==> src/core/cdrpd_defines.svh <==
`ifndef CDRPD_DEFINES_SVH
`define CDRPD_DEFINES_SVH
// Behaviour
// - Sample mid-bit and transition; use three samples.
// - Decision outputs are binary, never proportional.
// - Equal mid-bit samples give hold decision.
// - Transition sample picks early or late.
// - Linear variant gives pulse width proportional.
// - Recovered clock regenerates data, one per bit.
// - Frequency loop steers first, phase loop after.
// - Lock detector hands control to phase loop.
// - Controller watches both loops, switches control.
// - Reacquire at start-up and after lock loss.
// - Opposite clock edges: transition and mid-bit; the code takes both at the same bit strobe, on rising mclk_i only.

// ----------------------------------------
// Acquisition timing
// ----------------------------------------
`define CDRPD_CNT_W 8
`define CDRPD_LOCK_CNT 8'h40
`define CDRPD_LOSS_CNT 8'h20
`define CDRPD_CNT_ZERO 8'h00
`define CDRPD_CNT_ONE 8'h01
`endif

==> src/core/cdrpd_pkg.sv <==
package cdrpd_pkg;
  typedef enum logic [1:0] {
    CDRPD_ACQ_RESET,
    CDRPD_ACQ_FREQ,
    CDRPD_ACQ_PHASE
  } cdrpd_acq_e;
endpackage : cdrpd_pkg

==> src/core/cdrpd_top.sv <==
`include "cdrpd_defines.svh"
module cdrpd_top (
  // Clock and reset
  input wire logic mclk_i,
  input wire logic rst_n_i,
  // Serial line samples
  input wire logic mid_sample_i,
  input wire logic edge_sample_i,
  input wire logic bit_strobe_i,
  // Loop status
  input wire logic freq_lock_i,
  input wire logic phase_lock_i,
  input wire logic acq_enable_i,
  // Recovered data
  output logic data_o,
  output logic data_valid_o,
  // Phase decision
  output logic early_o,
  output logic late_o,
  output logic lin_error_o,
  output logic lin_ref_o,
  // Loop control
  output logic freq_loop_sel_o,
  output logic phase_loop_sel_o,
  output logic locked_o
);
  // ----------------------------------------
  // Reset release
  // ----------------------------------------
  logic rst_s1_q, rst_s2_q, rst_n;
  always_ff @(posedge mclk_i or negedge rst_n_i) begin
    if (!rst_n_i) begin
      rst_s1_q <= 1'b0;
      rst_s2_q <= 1'b0;
    end else begin
      rst_s1_q <= 1'b1;
      rst_s2_q <= rst_s1_q;
    end
  end
  assign rst_n = rst_s2_q;

  // ----------------------------------------
  // Input synchronisers
  // ----------------------------------------
  // Three stages; a change counts when stages two and three agree
  logic [2:0] mid_q, edg_q, stb_q, fl_q, pl_q;
  logic [2:0] mid_d, edg_d, stb_d, fl_d, pl_d;
  logic mid_f_q, edg_f_q, stb_f_q, fl_f_q, pl_f_q;
  logic mid_f_d, edg_f_d, stb_f_d, fl_f_d, pl_f_d;

  function automatic logic cdrpd_filt(input logic [2:0] s, input logic prev);
    cdrpd_filt = (s[1] == s[2]) ? s[2] : prev;
  endfunction : cdrpd_filt

  always_comb begin
    mid_d = {mid_q[1:0], mid_sample_i};
    edg_d = {edg_q[1:0], edge_sample_i};
    stb_d = {stb_q[1:0], bit_strobe_i};
    fl_d = {fl_q[1:0], freq_lock_i};
    pl_d = {pl_q[1:0], phase_lock_i};
    mid_f_d = cdrpd_filt(mid_q, mid_f_q);
    edg_f_d = cdrpd_filt(edg_q, edg_f_q);
    stb_f_d = cdrpd_filt(stb_q, stb_f_q);
    fl_f_d = cdrpd_filt(fl_q, fl_f_q);
    pl_f_d = cdrpd_filt(pl_q, pl_f_q);
  end

  always_ff @(posedge mclk_i or negedge rst_n) begin
    if (!rst_n) begin
      mid_q <= 3'h0;
      edg_q <= 3'h0;
      stb_q <= 3'h0;
      fl_q <= 3'h0;
      pl_q <= 3'h0;
      mid_f_q <= 1'b0;
      edg_f_q <= 1'b0;
      stb_f_q <= 1'b0;
      fl_f_q <= 1'b0;
      pl_f_q <= 1'b0;
    end else begin
      mid_q <= mid_d;
      edg_q <= edg_d;
      stb_q <= stb_d;
      fl_q <= fl_d;
      pl_q <= pl_d;
      mid_f_q <= mid_f_d;
      edg_f_q <= edg_f_d;
      stb_f_q <= stb_f_d;
      fl_f_q <= fl_f_d;
      pl_f_q <= pl_f_d;
    end
  end

  // ----------------------------------------
  // Sample history
  // ----------------------------------------
  // Strobe rise marks one recovered bit period; edge sample is taken at the same strobe rise as the mid sample
  logic stb_prev_q, stb_prev_d, bit_tick;
  logic prev_q, prev_d, cur_q, cur_d, trans_q, trans_d, hist_ok_q, hist_ok_d;
  logic tick_q, tick_d, dout_q, dout_d;
  assign bit_tick = stb_f_q && !stb_prev_q;

  always_comb begin
    stb_prev_d = stb_f_q;
    prev_d = prev_q;
    cur_d = cur_q;
    trans_d = trans_q;
    hist_ok_d = hist_ok_q;
    tick_d = 1'b0;
    dout_d = dout_q;
    if (bit_tick) begin
      prev_d = cur_q;
      cur_d = mid_f_q;
      trans_d = edg_f_q;
      hist_ok_d = 1'b1;
      tick_d = hist_ok_q;
      dout_d = mid_f_q;
    end
  end

  always_ff @(posedge mclk_i or negedge rst_n) begin
    if (!rst_n) begin
      stb_prev_q <= 1'b0;
      prev_q <= 1'b0;
      cur_q <= 1'b0;
      trans_q <= 1'b0;
      hist_ok_q <= 1'b0;
      tick_q <= 1'b0;
      dout_q <= 1'b0;
    end else begin
      stb_prev_q <= stb_prev_d;
      prev_q <= prev_d;
      cur_q <= cur_d;
      trans_q <= trans_d;
      hist_ok_q <= hist_ok_d;
      tick_q <= tick_d;
      dout_q <= dout_d;
    end
  end
  assign data_o = dout_q;
  assign data_valid_o = tick_q;

  // ----------------------------------------
  // Phase detectors
  // ----------------------------------------
  // edge and mid samples per bit
  cdrpd_bb_det u_bb (
    .mclk_i(mclk_i),
    .rst_n_i(rst_n),
    .previous_bit_sample_i(prev_q),
    .transition_time_sample_i(trans_q),
    .current_bit_sample_i(cur_q),
    .sample_valid_i(tick_q),
    .early_o(early_o),
    .late_o(late_o)
  );

  cdrpd_lin_det u_lin (
    .mclk_i(mclk_i),
    .rst_n_i(rst_n),
    .data_i(mid_f_q),
    .retimed_i(dout_q),
    .lin_error_o(lin_error_o),
    .lin_ref_o(lin_ref_o)
  );

  // ----------------------------------------
  // Acquisition controller
  // ----------------------------------------
  cdrpd_pkg::cdrpd_acq_e st_q, st_d;
  logic [`CDRPD_CNT_W-1:0] cnt_q, cnt_d;

  always_comb begin
    st_d = st_q;
    cnt_d = cnt_q;
    case (st_q)
      cdrpd_pkg::CDRPD_ACQ_RESET: begin
        cnt_d = `CDRPD_CNT_ZERO;
        if (acq_enable_i) begin
          st_d = cdrpd_pkg::CDRPD_ACQ_FREQ;
        end
      end
      cdrpd_pkg::CDRPD_ACQ_FREQ: begin
        if (!fl_f_q) begin
          cnt_d = `CDRPD_CNT_ZERO;
        end else if (cnt_q == `CDRPD_LOCK_CNT) begin
          st_d = cdrpd_pkg::CDRPD_ACQ_PHASE;
          cnt_d = `CDRPD_CNT_ZERO;
        end else begin
          cnt_d = cnt_q + `CDRPD_CNT_ONE;
        end
      end
      cdrpd_pkg::CDRPD_ACQ_PHASE: begin
        if (!fl_f_q || !pl_f_q) begin
          if (cnt_q == `CDRPD_LOSS_CNT) begin
            st_d = cdrpd_pkg::CDRPD_ACQ_FREQ;
            cnt_d = `CDRPD_CNT_ZERO;
          end else begin
            cnt_d = cnt_q + `CDRPD_CNT_ONE;
          end
        end else begin
          cnt_d = `CDRPD_CNT_ZERO;
        end
      end
      default: begin
        st_d = cdrpd_pkg::CDRPD_ACQ_RESET;
        cnt_d = `CDRPD_CNT_ZERO;
      end
    endcase
    if (!acq_enable_i) begin
      st_d = cdrpd_pkg::CDRPD_ACQ_RESET;
    end
  end

  always_ff @(posedge mclk_i or negedge rst_n) begin
    if (!rst_n) begin
      st_q <= cdrpd_pkg::CDRPD_ACQ_RESET;
      cnt_q <= `CDRPD_CNT_ZERO;
    end else begin
      st_q <= st_d;
      cnt_q <= cnt_d;
    end
  end

  assign freq_loop_sel_o = (st_q != cdrpd_pkg::CDRPD_ACQ_PHASE);
  assign phase_loop_sel_o = (st_q == cdrpd_pkg::CDRPD_ACQ_PHASE);
  assign locked_o = (st_q == cdrpd_pkg::CDRPD_ACQ_PHASE) && pl_f_q;

  // ----------------------------------------
  // Check helpers
  // ----------------------------------------
  // Own run counters, so checks do not lean on the controller's counter
  logic [`CDRPD_CNT_W-1:0] lock_run_q, lock_run_d, loss_run_q, loss_run_d;

  always_comb begin
    lock_run_d = `CDRPD_CNT_ZERO;
    loss_run_d = `CDRPD_CNT_ZERO;
    if ((st_q == cdrpd_pkg::CDRPD_ACQ_FREQ) && fl_f_q) begin
      lock_run_d = lock_run_q + `CDRPD_CNT_ONE;
    end
    if (phase_loop_sel_o && (!fl_f_q || !pl_f_q)) begin
      loss_run_d = loss_run_q + `CDRPD_CNT_ONE;
    end
  end

  always_ff @(posedge mclk_i or negedge rst_n) begin
    if (!rst_n) begin
      lock_run_q <= `CDRPD_CNT_ZERO;
      loss_run_q <= `CDRPD_CNT_ZERO;
    end else begin
      lock_run_q <= lock_run_d;
      loss_run_q <= loss_run_d;
    end
  end

  // ----------------------------------------
  // Checks
  // ----------------------------------------
  a_loop_excl: assert property (@(posedge mclk_i) disable iff (!rst_n) freq_loop_sel_o != phase_loop_sel_o)
    else $error("loop select not exclusive");
  a_handover_lock: assert property (@(posedge mclk_i) disable iff (!rst_n)
    $rose(phase_loop_sel_o) |-> $past(fl_f_q))
    else $error("handover without frequency lock");
  a_freq_first: assert property (@(posedge mclk_i) disable iff (!rst_n)
    $past(st_q) == cdrpd_pkg::CDRPD_ACQ_RESET |-> !phase_loop_sel_o)
    else $error("phase loop before frequency loop");
  a_loss_relock: assert property (@(posedge mclk_i) disable iff (!rst_n)
    phase_loop_sel_o |-> loss_run_q <= `CDRPD_LOSS_CNT)
    else $error("no reacquire after loss");
  a_loss_count: assert property (@(posedge mclk_i) disable iff (!rst_n)
    $fell(phase_loop_sel_o) && $past(acq_enable_i) |-> loss_run_q == `CDRPD_LOSS_CNT + `CDRPD_CNT_ONE)
    else $error("fallback without full loss run");
  a_lock_qualify: assert property (@(posedge mclk_i) disable iff (!rst_n)
    $rose(phase_loop_sel_o) |-> lock_run_q == `CDRPD_LOCK_CNT + `CDRPD_CNT_ONE)
    else $error("handover before lock qualified");
  a_valid_pulse: assert property (@(posedge mclk_i) disable iff (!rst_n)
    data_valid_o |=> !data_valid_o)
    else $error("bit decision longer than one cycle");
  a_first_prime: assert property (@(posedge mclk_i) disable iff (!rst_n)
    bit_tick && !hist_ok_q |=> !data_valid_o)
    else $error("decision from unprimed history");
  a_mid_filter: assert property (@(posedge mclk_i) disable iff (!rst_n)
    mid_q[1] != mid_q[2] |=> $stable(mid_f_q))
    else $error("sample moved before stages agreed");
  a_data_regen: assert property (@(posedge mclk_i) disable iff (!rst_n)
    bit_tick |=> data_o == $past(mid_f_q))
    else $error("regenerated bit wrong");
  a_three_samp: assert property (@(posedge mclk_i) disable iff (!rst_n)
    bit_tick |=> prev_q == $past(cur_q) && trans_q == $past(edg_f_q))
    else $error("sample history wrong");
  c_locked: cover property (@(posedge mclk_i) disable iff (!rst_n) $rose(locked_o));
  c_relock: cover property (@(posedge mclk_i) disable iff (!rst_n) $fell(phase_loop_sel_o));
  c_freq_drop: cover property (@(posedge mclk_i) disable iff (!rst_n) phase_loop_sel_o && !fl_f_q);
endmodule : cdrpd_top

==> src/core/cdrpd_bb_det.sv <==
`include "cdrpd_defines.svh"
module cdrpd_bb_det (
  // Clock and reset
  input wire logic mclk_i,
  input wire logic rst_n_i,
  // Samples
  input wire logic previous_bit_sample_i,
  input wire logic transition_time_sample_i,
  input wire logic current_bit_sample_i,
  input wire logic sample_valid_i,
  // Decision
  output logic early_o,
  output logic late_o
);
  logic early_q, early_d, late_q, late_d;

  function automatic logic [1:0] cdrpd_decide(input logic p, input logic t, input logic c);
    if (p == c) begin
      cdrpd_decide = 2'h0;
    end else if (t == p) begin
      cdrpd_decide = 2'h2;
    end else begin
      cdrpd_decide = 2'h1;
    end
  endfunction : cdrpd_decide

  always_comb begin
    early_d = early_q;
    late_d = late_q;
    if (sample_valid_i) begin
      {early_d, late_d} = cdrpd_decide(previous_bit_sample_i, transition_time_sample_i, current_bit_sample_i);
    end
  end

  always_ff @(posedge mclk_i or negedge rst_n_i) begin
    if (!rst_n_i) begin
      early_q <= 1'b0;
      late_q <= 1'b0;
    end else begin
      early_q <= early_d;
      late_q <= late_d;
    end
  end
  assign early_o = early_q;
  assign late_o = late_q;

  a_excl_flags: assert property (@(posedge mclk_i) disable iff (!rst_n_i) !(early_o && late_o))
    else $error("early and late both high");
  a_hold_equal: assert property (@(posedge mclk_i) disable iff (!rst_n_i)
    sample_valid_i && (previous_bit_sample_i == current_bit_sample_i) |=> !early_o && !late_o)
    else $error("hold not given");
  a_early_dec: assert property (@(posedge mclk_i) disable iff (!rst_n_i)
    sample_valid_i && (previous_bit_sample_i != current_bit_sample_i)
    && (transition_time_sample_i == previous_bit_sample_i) |=> early_o)
    else $error("early missed");
  a_late_dec: assert property (@(posedge mclk_i) disable iff (!rst_n_i)
    sample_valid_i && (previous_bit_sample_i != current_bit_sample_i)
    && (transition_time_sample_i == current_bit_sample_i) |=> late_o)
    else $error("late missed");
  a_hold_between: assert property (@(posedge mclk_i) disable iff (!rst_n_i)
    !sample_valid_i |=> $stable(early_o) && $stable(late_o))
    else $error("flags moved without bit");
  c_early: cover property (@(posedge mclk_i) disable iff (!rst_n_i) $rose(early_o));
  c_late: cover property (@(posedge mclk_i) disable iff (!rst_n_i) $rose(late_o));
endmodule : cdrpd_bb_det

==> src/core/cdrpd_lin_det.sv <==
module cdrpd_lin_det (
  // Clock and reset
  input wire logic mclk_i,
  input wire logic rst_n_i,
  // Samples
  input wire logic data_i,
  input wire logic retimed_i,
  // Proportional error pulses
  output logic lin_error_o,
  output logic lin_ref_o
);
  logic err_q, err_d, ref_q, ref_d;

  always_comb begin
    err_d = data_i ^ retimed_i;
    ref_d = retimed_i;
  end

  always_ff @(posedge mclk_i or negedge rst_n_i) begin
    if (!rst_n_i) begin
      err_q <= 1'b0;
      ref_q <= 1'b0;
    end else begin
      err_q <= err_d;
      ref_q <= ref_d;
    end
  end
  assign lin_error_o = err_q;
  assign lin_ref_o = ref_q ^ retimed_i;

  a_lin_err: assert property (@(posedge mclk_i) disable iff (!rst_n_i)
    lin_error_o == $past(data_i ^ retimed_i))
    else $error("linear error wrong");
endmodule : cdrpd_lin_det

==> config.mk <==
export PLATFORM = sky130hd
export DESIGN_NAME = cdrpd_top
export DESIGN_NICKNAME = d
export VERILOG_FILES = /design/src/core/cdrpd_pkg.sv /design/src/core/cdrpd_top.sv /design/src/core/cdrpd_bb_det.sv /design/src/core/cdrpd_lin_det.sv
export VERILOG_INCLUDE_DIRS = /design/src /design/src/core
export SDC_FILE = /design/constraint.sdc
export NUM_CORES = 1
export LEC_CHECK = 0
export BUFFER_PORTS_ARGS = -buffer_cell sky130_fd_sc_hd__clkbuf_2
export CAP_MARGIN = 20
export CORE_MARGIN = 5
export CORE_UTILIZATION = 40
export DETAILED_ROUTE_END_ITERATION = 8
export PLACE_DENSITY = 0.62
export RECOVER_POWER = 100
export SYNTH_ARGS = -nofsm -noshare
export SYNTH_HDL_FRONTEND = slang
export SYNTH_HIERARCHICAL = 1
export SYNTH_SLANG_ARGS = --single-unit
==> constraint.sdc <==
create_clock -name mclk_i -period 1.1 [get_ports mclk_i]
set_input_delay 0.165 -clock mclk_i [delete_from_list [all_inputs] [get_ports mclk_i]]
set_output_delay 0.165 -clock mclk_i [all_outputs]
set_load 0.01 [all_outputs]
# Word level (Yosys, flattened, before mapping)

Cells that the tools add are included.
W data, S select, Z words.

Flip-flop bits (word level): 42
Bits of input ports: 8
Output and inout bits: 9
Word-level logic and storage cells: 65

Add/sub/neg operators: 1
Equality and inequality tests: 16
Muxes and demuxes: 14
Bitwise operators: 2
Reductions and logical operators: 8

Operators by type and width:

| cell                  | number |
|---|---|
| $mux W8               | 4 |
| $pmux W8 S2           | 1 |
| $mux W2               | 7 |
| $add A8 B1 Y8 const B | 1 |
| $eq A8 B6 Y1 const B  | 1 |
| $eq A8 B7 Y1 const B  | 1 |
| $eq A1 B1 Y1          | 7 |
| $ne A3 B2 Y1 const B  | 2 |
| $ne A3 B3 Y1 const B  | 2 |
| $pmux W2 S3           | 1 |
| $reduce_and A4 Y1     | 1 |
| $logic_not A1 Y1      | 3 |
| $eq A2 B1 Y1 const B  | 1 |
| $eq A2 B2 Y1 const B  | 1 |
| $logic_and A1 B1 Y1   | 2 |
| $logic_not A2 Y1      | 1 |
| $ne A2 B2 Y1 const B  | 1 |
| $xor A1 B1 Y1         | 2 |
| $logic_or A1 B1 Y1    | 1 |
| $mux W1               | 1 |

# Depth between registers and ports, before layout

Gate-level depths: netlist (run 1).

Depth in word-level cells: 5
Mapped depth: 5
Depth with buffers taken out: 5

# Hierarchy

Netlist (run 1), hierarchy kept.

Modules (own cells, without submodules):

| module        | instances | cells an instance | area an instance (um^2) | seq. area each (um^2) |
|---|---|---|---|---|
| cdrpd_top     | 1         | 106               | 1,450.1                 | 950.9 |
| cdrpd_bb_det  | 1         | 10                | 102.6                   | 50.0 |
| cdrpd_lin_det | 1         | 4                 | 67.6                    | 50.0 |

# Least setup slack after synthesis (run 1)

Ideal clock, no wire load.

Path type: register -> register
Start point: register cnt_q[0]
End point: register cnt_q[5]
Library setup time: 137 ps
Arrival time: 1,347 ps
Data required time: 963 ps
Slack: -385 ps
Stages on the path, launching flop included: 6
Buffers on the path: 0
Period minus slack after synthesis: 1,485 ps
Cells stage by stage: dfrtp_1 inv_1 ha_1 nor4bb_1 a21o_1 a221oi_1

Longest elaborated chain between the ends: 4
Elaborated cells between the ends (all ways): 8
Classes of those cells: add/sub (1); eq/ne (2); mux (5)

RTL lines:

| what                                                         | RTL line                           | source |
|---|---|---|
| start: declaration                                           | cdrpd_top.sv:171                   | `` logic [`CDRPD_CNT_W-1:0] cnt_q, cnt_d; `` |
| start signal: assignment                                     | cdrpd_top.sv:218                   | `` cnt_q <= `CDRPD_CNT_ZERO; `` |
| start signal: assignment                                     | cdrpd_top.sv:221                   | `cnt_q <= cnt_d;` |
| $add A8 B1 Y8 (no source line), or another cell as far along | n/a                                |  |
| $mux W8 (on tied branches)                                   | cdrpd_top.sv:195, cdrpd_top.sv:186 |  |
| $mux W8 (on tied branches)                                   | cdrpd_top.sv:194, cdrpd_top.sv:184 |  |
| $pmux W8 S2 (*)                                              | cdrpd_top.sv:176                   | `case (st_q)` |
| named net cnt_d[5]                                           | cdrpd_top.sv:171                   |  |

Mark *: on every way through the listed nets, which the timed path passes. The rest lies on a longest branch.
A chain may end at the register's enable or synchronous reset.

# Worst setup path in the final report (run 1)

Start point: register st_q[1]
End point: output locked_o

Longest elaborated chain between the ends: 2

RTL lines:

| what                     | RTL line         | source |
|---|---|---|
| start: declaration       | cdrpd_top.sv:170 | `cdrpd_pkg::cdrpd_acq_e st_q, st_d;` |
| start signal: assignment | cdrpd_top.sv:217 | `st_q <= cdrpd_pkg::CDRPD_ACQ_RESET;` |
| start signal: assignment | cdrpd_top.sv:220 | `st_q <= st_d;` |
| $eq A2 B2 Y1             | cdrpd_top.sv:227 | `assign locked_o = (st_q == cdrpd_pkg::CDRPD_ACQ_PHASE) && pl_f_q;` |
| $logic_and A1 B1 Y1      | cdrpd_top.sv:227 |  |
| end: declaration         | cdrpd_top.sv:25  | `output logic locked_o` |

Every way passes these cells.

==> results.yml, run 1 <==
logic_synthesis:
  synth-seq-cells: 42
  synth_edf_count: 0
  avgSynthCellArea_um2: 13.5
  netlist_area_mm2: 0.00162
  synth-seq-area-share_pct: 64.9
  synth_cell_types: 32
  netlist_instances: 120
  yosysWarnings: 6
  synth_nets: 133
  ys.flop_type: "dfrtp_1"
  synthArstFlopShare_pct: 100
final_layout:
  final_layout_size_suffix_gt1_share_pct: 40.8
  stdcell_area_mm2: 0.00227
  synthToLayoutAreaGrowth_pct: 39.9
  antenna_cells: 0
  fillers: 337
  nets: 186
hold_path:
  hold_path.class: "reg -> async"
setup_path:
  worstSetupEndpointType: "primary output"
  timing.rr.end: "cnt_q[5]$_DFF_PN0_"
  critPathKind: "reg -> out"
  cp-startpoint: "st_q[1]$_DFFE_PN0P_"
  crit_required_ns: 0.94
  r2r_slack_ns: -0.34
  timing.rr.start: "st_q[0]$_DFFE_PN0P_"
  critPathLaunchType: "flop"
  cp_max_fo: 5
  worst_r2r_path_depth: 4
  crit_arrival_ns: 1.33
sta:
  hold_viol_final: 0
  finalSetupViolCount: 20
  period_minus_slack_ns: 1.49
  grt_setup_unrepaired: "yes"
  setup_ws_ns: -0.395
  drv_slew: 0
  max_freq_mhz: 669
  setup_tns_ns: -4.56
  timing.final.crit_share_pct: 136
  finalClockSkew_ns: 0.00248
  worst_hold_slack_ns: 0.151
route:
  drt-pass1-iter-count: 4
  vias: 1135
  viasPerCell: 5.07
  wirelength_um: 3110
  drt-wirelength-per-cell_um: 13.9
  drc: 0
  drt_iter0_drc: 45
  postRouteAntennaNets: 0
clock_network:
  numCtsBuffers: 5
  cts_root_buf: "clkbuf_8"
  htreeDepth: 2
  path_clk_slew_ns: 0.08
  cts_tree: "yes"
  cts.sinks: 42
  insertion_delay_ns: 0.30
  cts_buffer_depth: 2
floorplanning:
  rows: 23
  ios: 17
  core-area_mm2: 0.00397
  initial_core_util_pct: 40.8
  die-height_um: 73.6
  die-area_mm2: 0.00542
  die_w_um: 73.6
place:
  portBuffers: 16
  dpl.hpwl_um: 2000
  routabilityCongestion: 0.979
  dpl_cell_area_mm2: 0.00197
power:
  p_total_mw: 4.33
  ir_worst_vdd_mv: 1.06
  total_leakage_power_nw: 0.948
  power_density_mw_per_mm2: 1910
job:
  max_cap_violations: 0
global_routing:
  grt_pass1_vias: 1210
  grt_overflow: 0
  grt_max_degree: 33
  grt_usage_pct: 13.2
  grt_antenna_before_repair: 0
  grt_pass1_wl_um: 5410
run_status:
  status: "complete, but fails checks"
  failed_checks: "setup timing"
==> power breakdown <==
group | switching (mW) | internal (mW)
registers | 0.144 | 1.74
logic | 0.735 | 0.720
clock network | 0.542 | 0.445
==> layout by cell type (no fill, tap or decap), types with 2 or more instances in the layout <==
cell | synthesis | final
a211oi_2 | 0 | 5
a221oi_2 | 0 | 4
a31o_4 | 0 | 2
a31oi_1 | 3 | 3
buf_2 | 0 | 2
buf_4 | 0 | 15
buf_6 | 0 | 8
clkbuf_1 | 0 | 5
clkbuf_2 | 0 | 7
clkbuf_4 | 0 | 3
clkbuf_8 | 0 | 5
dfrtp_1 | 42 | 41
dlygate4sd3_1 | 0 | 6
ha_1 | 5 | 2
ha_4 | 0 | 2
inv_1 | 7 | 5
inv_2 | 0 | 2
maj3_1 | 5 | 5
mux2_2 | 3 | 3
nand2_1 | 6 | 6
nand3_1 | 3 | 3
nand3b_1 | 2 | 2
nor2_1 | 3 | 3
o21ai_0 | 5 | 5
or3_1 | 3 | 3
or3b_1 | 2 | 2
xor2_1 | 4 | 4
==> layout make-up <==
| cell class | count | area (µm²) | area share [%] |
|---|---|---|---|
| Sequential cell | 42 | 1050 | 46.4 |
| Clock inverter | 3 | 21.3 | 0.938 |
| Timing Repair Buffer | 46 | 349 | 15.4 |
| Inverter | 7 | 26.3 | 1.16 |
| Multi-Input combinational cell | 71 | 687 | 30.3 |
| Clock buffer | 5 | 68.8 | 3.04 |
| Tap cell | 50 | 62.6 | 2.76 |
==> per-stage QoR <==
step	util [%]	setup slack, ns	instances
2_1_floorplan	-	-0.262	120
3_3_place_gp	49.6	-0.289	206
3_5_place_dp	49.6	-0.396	206
4_1_cts	56.0	-0.398	224
5_1_grt	57.1	-0.441	224
6_report	57.1	-0.395	224
==> timing repair <==
action / CTS / global route
buffers inserted: 4 / 0
hold buffers: 6 / 0
hold endpoints to repair: 7 / 0
pin swaps: 10 / 3
gates resized for setup: 17 / 20
endpoints found under the setup margin: 18 / 20
==> state kept, by name, summed over array words and instances (netlist names), 2 cells and up <==
signal  flops
cnt_q       8
mid_q       3
stb_q       3
fl_q        3
st_q        2
pl_q        3
edg_q       3
==> cell usage after synthesis, drive strengths merged, types with 2 or more instances <==
master | number | area [µm²]
and2 | 2 | 12.5
a211oi | 5 | 37.5
nand2 | 6 | 22.5
o21ai | 5 | 25.0
or3 | 3 | 18.8
or3b | 2 | 17.5
ha | 5 | 62.6
inv | 7 | 26.3
nor2 | 3 | 11.3
a221oi | 4 | 35.0
mux2 | 3 | 33.8
a31o | 2 | 17.5
xor2 | 4 | 35.0
maj3 | 5 | 50.1
a31oi | 3 | 18.8
nand3 | 4 | 25.0
nand3b | 2 | 15.0
dfrtp | 42 | 1050
==> per-layer routing <==
metal | track usage (%) | routed length (µm) | vias to the layer above
met5 | 0 | 0 | -
met4 | 8.25 | 88 | 0
met3 | 3.28 | 137 | 8
met2 | 21.7 | 1640 | 19
met1 | 15.4 | 1250 | 569
li1 | - | - | 539
==> critical path, stage by stage, from the launching register on <==
cell     delay (ns)
dfrtp_1        0.39
buf_6          0.13
ha_4           0.17
buf_6          0.11
and2_4         0.12
buf_6          0.11
==> kinds of logic after synthesis <==
kind of cell    Yosys count  share of synthesized area [%]
flops                    42                           64.9
simple gates             28                           10.7
compound gates           24                           10.8
fa+ha+maj                10                           6.95
buf+inv                   7                           1.62
xor+xnor                  5                           2.70
mux                       3                           2.08
other cells               1                          0.231
==> how the worst max path moves through the flow <==
stage	endpoint	slack (ns)	depth (start not counted)
3_5_place_dp	cnt_q[5]$_DFF_PN0_	-0.40	5
5_1_grt	locked_o	-0.44	5
4_1_cts	locked_o	-0.40	5
6_report	locked_o	-0.39	5
2_1_floorplan	st_q[1]$_DFFE_PN0P_	-0.26	5
3_3_place_gp	cnt_q[0]$_DFF_PN0_	-0.29	5
Power figures use the tool's default switching activity.
==> run 2: changes to the inputs <==
--- a/config.mk
+++ b/config.mk
@@ -11,6 +11,7 @@
 export CORE_MARGIN = 5
 export CORE_UTILIZATION = 40
 export DETAILED_ROUTE_END_ITERATION = 8
+export MAX_ROUTING_LAYER = met4
 export PLACE_DENSITY = 0.62
 export RECOVER_POWER = 100
 export SYNTH_ARGS = -nofsm -noshare
==> run 2 against run 1 <==
The run still ends with setup timing left. Worst setup slack gained 0.0039 ns. Fmax grew 0.26%. Global-route usage grew 0.67 points. Cell count grew 0.45%. Sequential share of layout area grew 0.18 points. Combinational power shrank 5%. Non-clock buffer count grew 1. Hold slack gained 0.0049 ns. Design area shrank 0.50%. Sequential power is essentially flat. First-iteration DRC count grew 4.4%. Largest power group unchanged.
==> results.yml, run 2 (synthesized netlist as in run 1, its figures left out) <==
global_routing:
  grt_antenna_before_repair: 0
  grt_pass1_vias: 1206
  grt_max_degree: 33
  grt_pass1_wl_um: 5520
  grt_usage_pct: 13.9
  grt_overflow: 0
job:
  max_cap_violations: 0
final_layout:
  largest_reg_flops: 8
  final_layout_size_suffix_gt1_share_pct: 41.1
  final_common_cell: "dfrtp_1"
  fin_cells: 225
  top_register: "cnt_q"
  antenna_cells: 0
  synthToLayoutAreaGrowth_pct: 39.2
  nets: 187
  final_cell_mix: "dfrtp_1 (42), buf_4 (17), clkbuf_2 (9)"
sta:
  drv_slew: 0
  setup_tns_ns: -4.22
  grt_setup_unrepaired: "yes"
  finalClockSkew_ns: 0.00660
  hold_viol_final: 0
  max_freq_mhz: 671
  finalSetupViolCount: 20
  period_minus_slack_ns: 1.49
  timing.final.crit_share_pct: 136
  setup_ws_ns: -0.391
  worst_hold_slack_ns: 0.156
setup_path:
  worst_r2r_path_depth: 6
  worstSetupEndpointType: "primary output"
  crit_chain: "buf_6 -> ha_4 -> buf_6 -> and2_4 -> buf_6"
  critPathKind: "reg -> out"
  crit_top_cell: "buf_6"
  critPathLaunchType: "flop"
  crit_required_ns: 0.94
  crit_arrival_ns: 1.33
  cp_max_fo: 5
  cp_slowest_stage_delay_ns: 0.40
  cpMaxStageDelayCell: "dfrtp_1"
clock_network:
  numCtsBuffers: 5
  path_clk_slew_ns: 0.08
  cts.sinks: 42
  cts_tree: "yes"
  htreeDepth: 2
  insertion_delay_ns: 0.29
  cts_buffer_depth: 2
  cts_root_buf: "clkbuf_8"
floorplanning:
  rows: 23
  ios: 17
  core-area_mm2: 0.00397
  die_w_um: 73.6
  die-height_um: 73.6
  initial_core_util_pct: 40.8
  die-area_mm2: 0.00542
route:
  postRouteAntennaNets: 0
  drt-pass1-iter-count: 4
  drc: 0
  vias: 1128
  viasPerCell: 5.01
  drt_iter0_drc: 47
  wirelength_um: 3080
  drt-wirelength-per-cell_um: 13.7
place:
  dp.cells: 206
  portBuffers: 16
  dpl.hpwl_um: 2050
  dpl_worst_slack_ns: -0.349
  routabilityCongestion: 0.982
power:
  power_density_mw_per_mm2: 1880
  total_leakage_power_nw: 0.949
  ir_worst_vdd_mv: 1.11
hold_path:
  hold_path.class: "reg -> async"
run_status:
  status: "complete, but fails checks"
  failed_checks: "setup timing"
==> run 2: changes by cell type in the layout (fill, tap and decap cells not counted), sizes merged <==
cell,change
inv,+1
clkinvlp,-1
clkbuf,+1
==> run 2: worst max-delay path, delay by kind of cell (launching register included) <==
| family | cells | cell delay, ns |
|---|---|---|
| buf+inv | 3 | 0.35 |
| fa+ha+maj | 1 | 0.17 |
| simple gates | 1 | 0.13 |
| flops | 1 | 0.40 |
==> run 2: layout make-up <==
cell class              instances  area (µm²)
fillers                       331        1720
clock buffers                   5        68.8
inverters                       7        26.3
flip-flops and latches         42        1050
multi-input cells              71         681
well taps                      50        62.6
repair buffers                 47         348
clock inverters                 3        18.8
==> run 2: through the flow <==
stage | total power, mW | area (µm²) | util [%]
3_5_place_dp | 3.04 | 1970 | 49.6
6_report | 4.24 | 2260 | 56.8
4_1_cts | 4.27 | 2240 | 56.4
2_1_floorplan | 2.57 | 1660 | -
5_1_grt | 4.52 | 2260 | 56.8
3_3_place_gp | 2.96 | 1970 | 49.6
==> run 2: final timing paths <==
| kind | start | endpoint | slack (ns) |
|---|---|---|---|
| worst max-delay path | st_q[1]$_DFFE_PN0P_ | locked_o | -0.39 |
| min in group mclk_i | acq_enable_i | st_q[0]$_DFFE_PN0P_ | 0.18 |
| max in group asynchronous | rst_n$_DFF_PN0_ | st_q[1]$_DFFE_PN0P_ | 0.15 |
| worst min register to register | rst_n$_DFF_PN0_ | cnt_q[0]$_DFF_PN0_ | 0.16 |
| worst max register to register | cnt_q[0]$_DFF_PN0_ | st_q[1]$_DFFE_PN0P_ | -0.32 |
| worst min-delay path | rst_n$_DFF_PN0_ | cnt_q[0]$_DFF_PN0_ | 0.16 |
==> run 2: report_power, final <==
part           switching [mW]  internal, mW  total (mW)
Combinational           0.707         0.678        1.38
Sequential              0.141          1.74        1.88
Clock                   0.522         0.446       0.969
Total                    1.37          2.87        4.24
==> run 2: metal layers <==
| layer | routed length (µm) | up-vias | GRT usage, % |
|---|---|---|---|
| met5 | 0 | - | - |
| met4 | 51 | 0 | 6.04 |
| met3 | 138 | 7 | 4.51 |
| met2 | 1660 | 21 | 21.9 |
| met1 | 1230 | 562 | 16.2 |
| li1 | - | 538 | - |
==> run 2: repair_timing <==
| item | 4_1_cts | 5_1_grt |
|---|---|---|
| hold endpoints to repair | 7 | 0 |
| cloned | 0 | 0 |
| setup endpoints to repair | 18 | 20 |
| gates resized for setup | 19 | 14 |
| setup buffers | 5 | 0 |
| hold buffers | 6 | 0 |
| pin swaps | 10 | 7 |
==> run 3: changes to the inputs <==
--- a/config.mk
+++ b/config.mk
@@ -10,7 +10,9 @@
 export CAP_MARGIN = 20
 export CORE_MARGIN = 5
 export CORE_UTILIZATION = 40
+export CTS_BUF_LIST = sky130_fd_sc_hd__clkbuf_8 sky130_fd_sc_hd__clkbuf_16
 export DETAILED_ROUTE_END_ITERATION = 8
+export GPL_TIMING_DRIVEN = 0
 export MAX_ROUTING_LAYER = met4
 export PLACE_DENSITY = 0.62
 export RECOVER_POWER = 100
==> run 3 against run 2 <==
The flow still finishes with violations (setup timing). Hold slack improved by 0.035 ns. Clock skew about the same. Fmax increased by 4.8%. Routed wire length decreased by 3.8%. Critical endpoint is now cnt_q[7]$_DFF_PN0_.
==> results.yml, run 3 (synthesized netlist as in run 1, its figures left out) <==
sta:
  max_freq_mhz: 703
  drv_slew: 0
  setup_ws_ns: -0.322
  maxSlewHeadroom_pct: 66.5
  timing.final.crit_share_pct: 129
  period_minus_slack_ns: 1.42
  finalClockSkew_ns: 0.00700
  grt_setup_unrepaired: "yes"
  max_slew.worst_pin.slew_ns: 0.502
  setup_tns_ns: -4.04
  hold_viol_final: 0
  finalSetupViolCount: 20
route:
  vias: 1068
  drt-wirelength-per-cell_um: 14.0
  drt_iter0_drc: 47
  drc: 0
  viasPerCell: 5.06
  postRouteAntennaNets: 0
  wirelength_um: 2960
  drt-pass1-iter-count: 4
setup_path:
  crit_required_ns: 1.30
  crit_arrival_ns: 1.62
  critPathLaunchType: "flop"
  worstSetupEndpointType: "flop"
  critPathKind: "reg -> reg"
  cp_max_fo: 8
final_layout:
  largest_reg_flops: 8
  final_layout_size_suffix_gt1_share_pct: 36.6
  nets: 173
  top_register: "cnt_q"
  fin_cells: 211
  final_common_cell: "dfrtp_1"
  antenna_cells: 0
  final_cell_mix: "dfrtp_1 (40), buf_4 (8), clkbuf_2 (7)"
  post-route-util_pct: 54.8
  stdcell_area_mm2: 0.00217
  synthToLayoutAreaGrowth_pct: 34.2
clock_network:
  numCtsBuffers: 5
  cts.sinks: 42
  htreeDepth: 2
  cts_root_buf: "clkbuf_8"
  insertion_delay_ns: 0.29
  cts_tree: "yes"
  cts_buffer_depth: 2
  path_clk_slew_ns: 0.08
run_status:
  failed_checks: "setup timing"
  status: "complete, but fails checks"
power:
  ir_worst_vdd_mv: 1.01
  power_density_mw_per_mm2: 2050
  p_total_mw: 4.45
  total_leakage_power_nw: 0.882
place:
  routabilityCongestion: 0.938
  dp.cells: 186
  dpl_cell_area_mm2: 0.00181
  dpl.hpwl_um: 1800
  portBuffers: 16
global_routing:
  grt_pass1_wl_um: 5160
  grt_overflow: 0
  grt_max_degree: 41
  grt_antenna_before_repair: 0
  grt_pass1_vias: 1126
  grt_usage_pct: 13.0
floorplanning:
  die-height_um: 73.6
  rows: 23
  die_w_um: 73.6
  initial_core_util_pct: 40.8
  core-area_mm2: 0.00397
  ios: 17
  die-area_mm2: 0.00542
job:
  max_cap_violations: 0
hold_path:
  hold_path.class: "in -> async"
run 3: worst paths after layout:
check	start	end	slack, ns	depth (start not counted)
setup / recovery	st_q[1]$_DFFE_PN0P_	cnt_q[7]$_DFF_PN0_	-0.32	5
hold reg to reg	rst_n$_DFF_PN0_	cnt_q[0]$_DFF_PN0_	0.30	0
min in group mclk_i	acq_enable_i	st_q[0]$_DFFE_PN0P_	0.20	3
max in group asynchronous	rst_n$_DFF_PN0_	data_o$_DFFE_PN0P_	0.43	0
hold / removal	rst_n_i	rst_n$_DFF_PN0_	0.19	2
setup reg to reg	st_q[1]$_DFFE_PN0P_	cnt_q[7]$_DFF_PN0_	-0.32	5
run 3: power by group:
part | internal [mW] | leakage [nW] | switching (mW) | total, mW
Clock | 0.667 | 0.0556 | 0.503 | 1.17
Combinational | 0.673 | 0.320 | 0.693 | 1.37
Sequential | 1.75 | 0.507 | 0.169 | 1.91
Total | 3.09 | 0.882 | 1.36 | 4.45
run 3: final cells by class:
| cell class | instances | area, µm² |
|---|---|---|
| Inverter | 7 | 28.8 |
| Fill cell | 349 | 1800 |
| Sequential cell | 42 | 1060 |
| Clock inverter | 3 | 41.3 |
| Timing Repair Buffer | 33 | 239 |
| Tap cell | 50 | 62.6 |
| Clock buffer | 5 | 68.8 |
| Multi-Input combinational cell | 71 | 678 |
run 3: what timing repair did:
action / in CTS / in global routing
gates resized for setup: 19 / 18
endpoints found under the hold margin: 7 / 0
buffers inserted: 8 / 3
endpoints found under the setup margin: 20 / 57
pin swaps: 9 / 6
hold buffers: 6 / 0
run 3: critical path, stage by stage (launching register included):
cell,delay [ns]
dfrtp_1,0.44
inv_1,0.14
ha_4,0.16
nand2_2,0.07
a21o_4,0.25
a221oi_2,0.27
run 3: metrics by stage:
step	worst slack, ns	hold slack (ns)
floorplan	-0.262	-0.131
global placement	-0.379	-0.0490
detailed placement	-0.421	-0.0482
CTS	-0.298	0.174
global route	-0.429	0.190
finish	-0.322	0.191
run 3: per-layer routing:
layer  vias to the layer above  GRT usage (%)  routed length (µm)
met1                       529           15.6                1290
met3                         6           4.65                 131
met5                         -              -                   0
met2                        22           19.6                1490
li1                        511              -                   -
met4                         0           6.04                  57
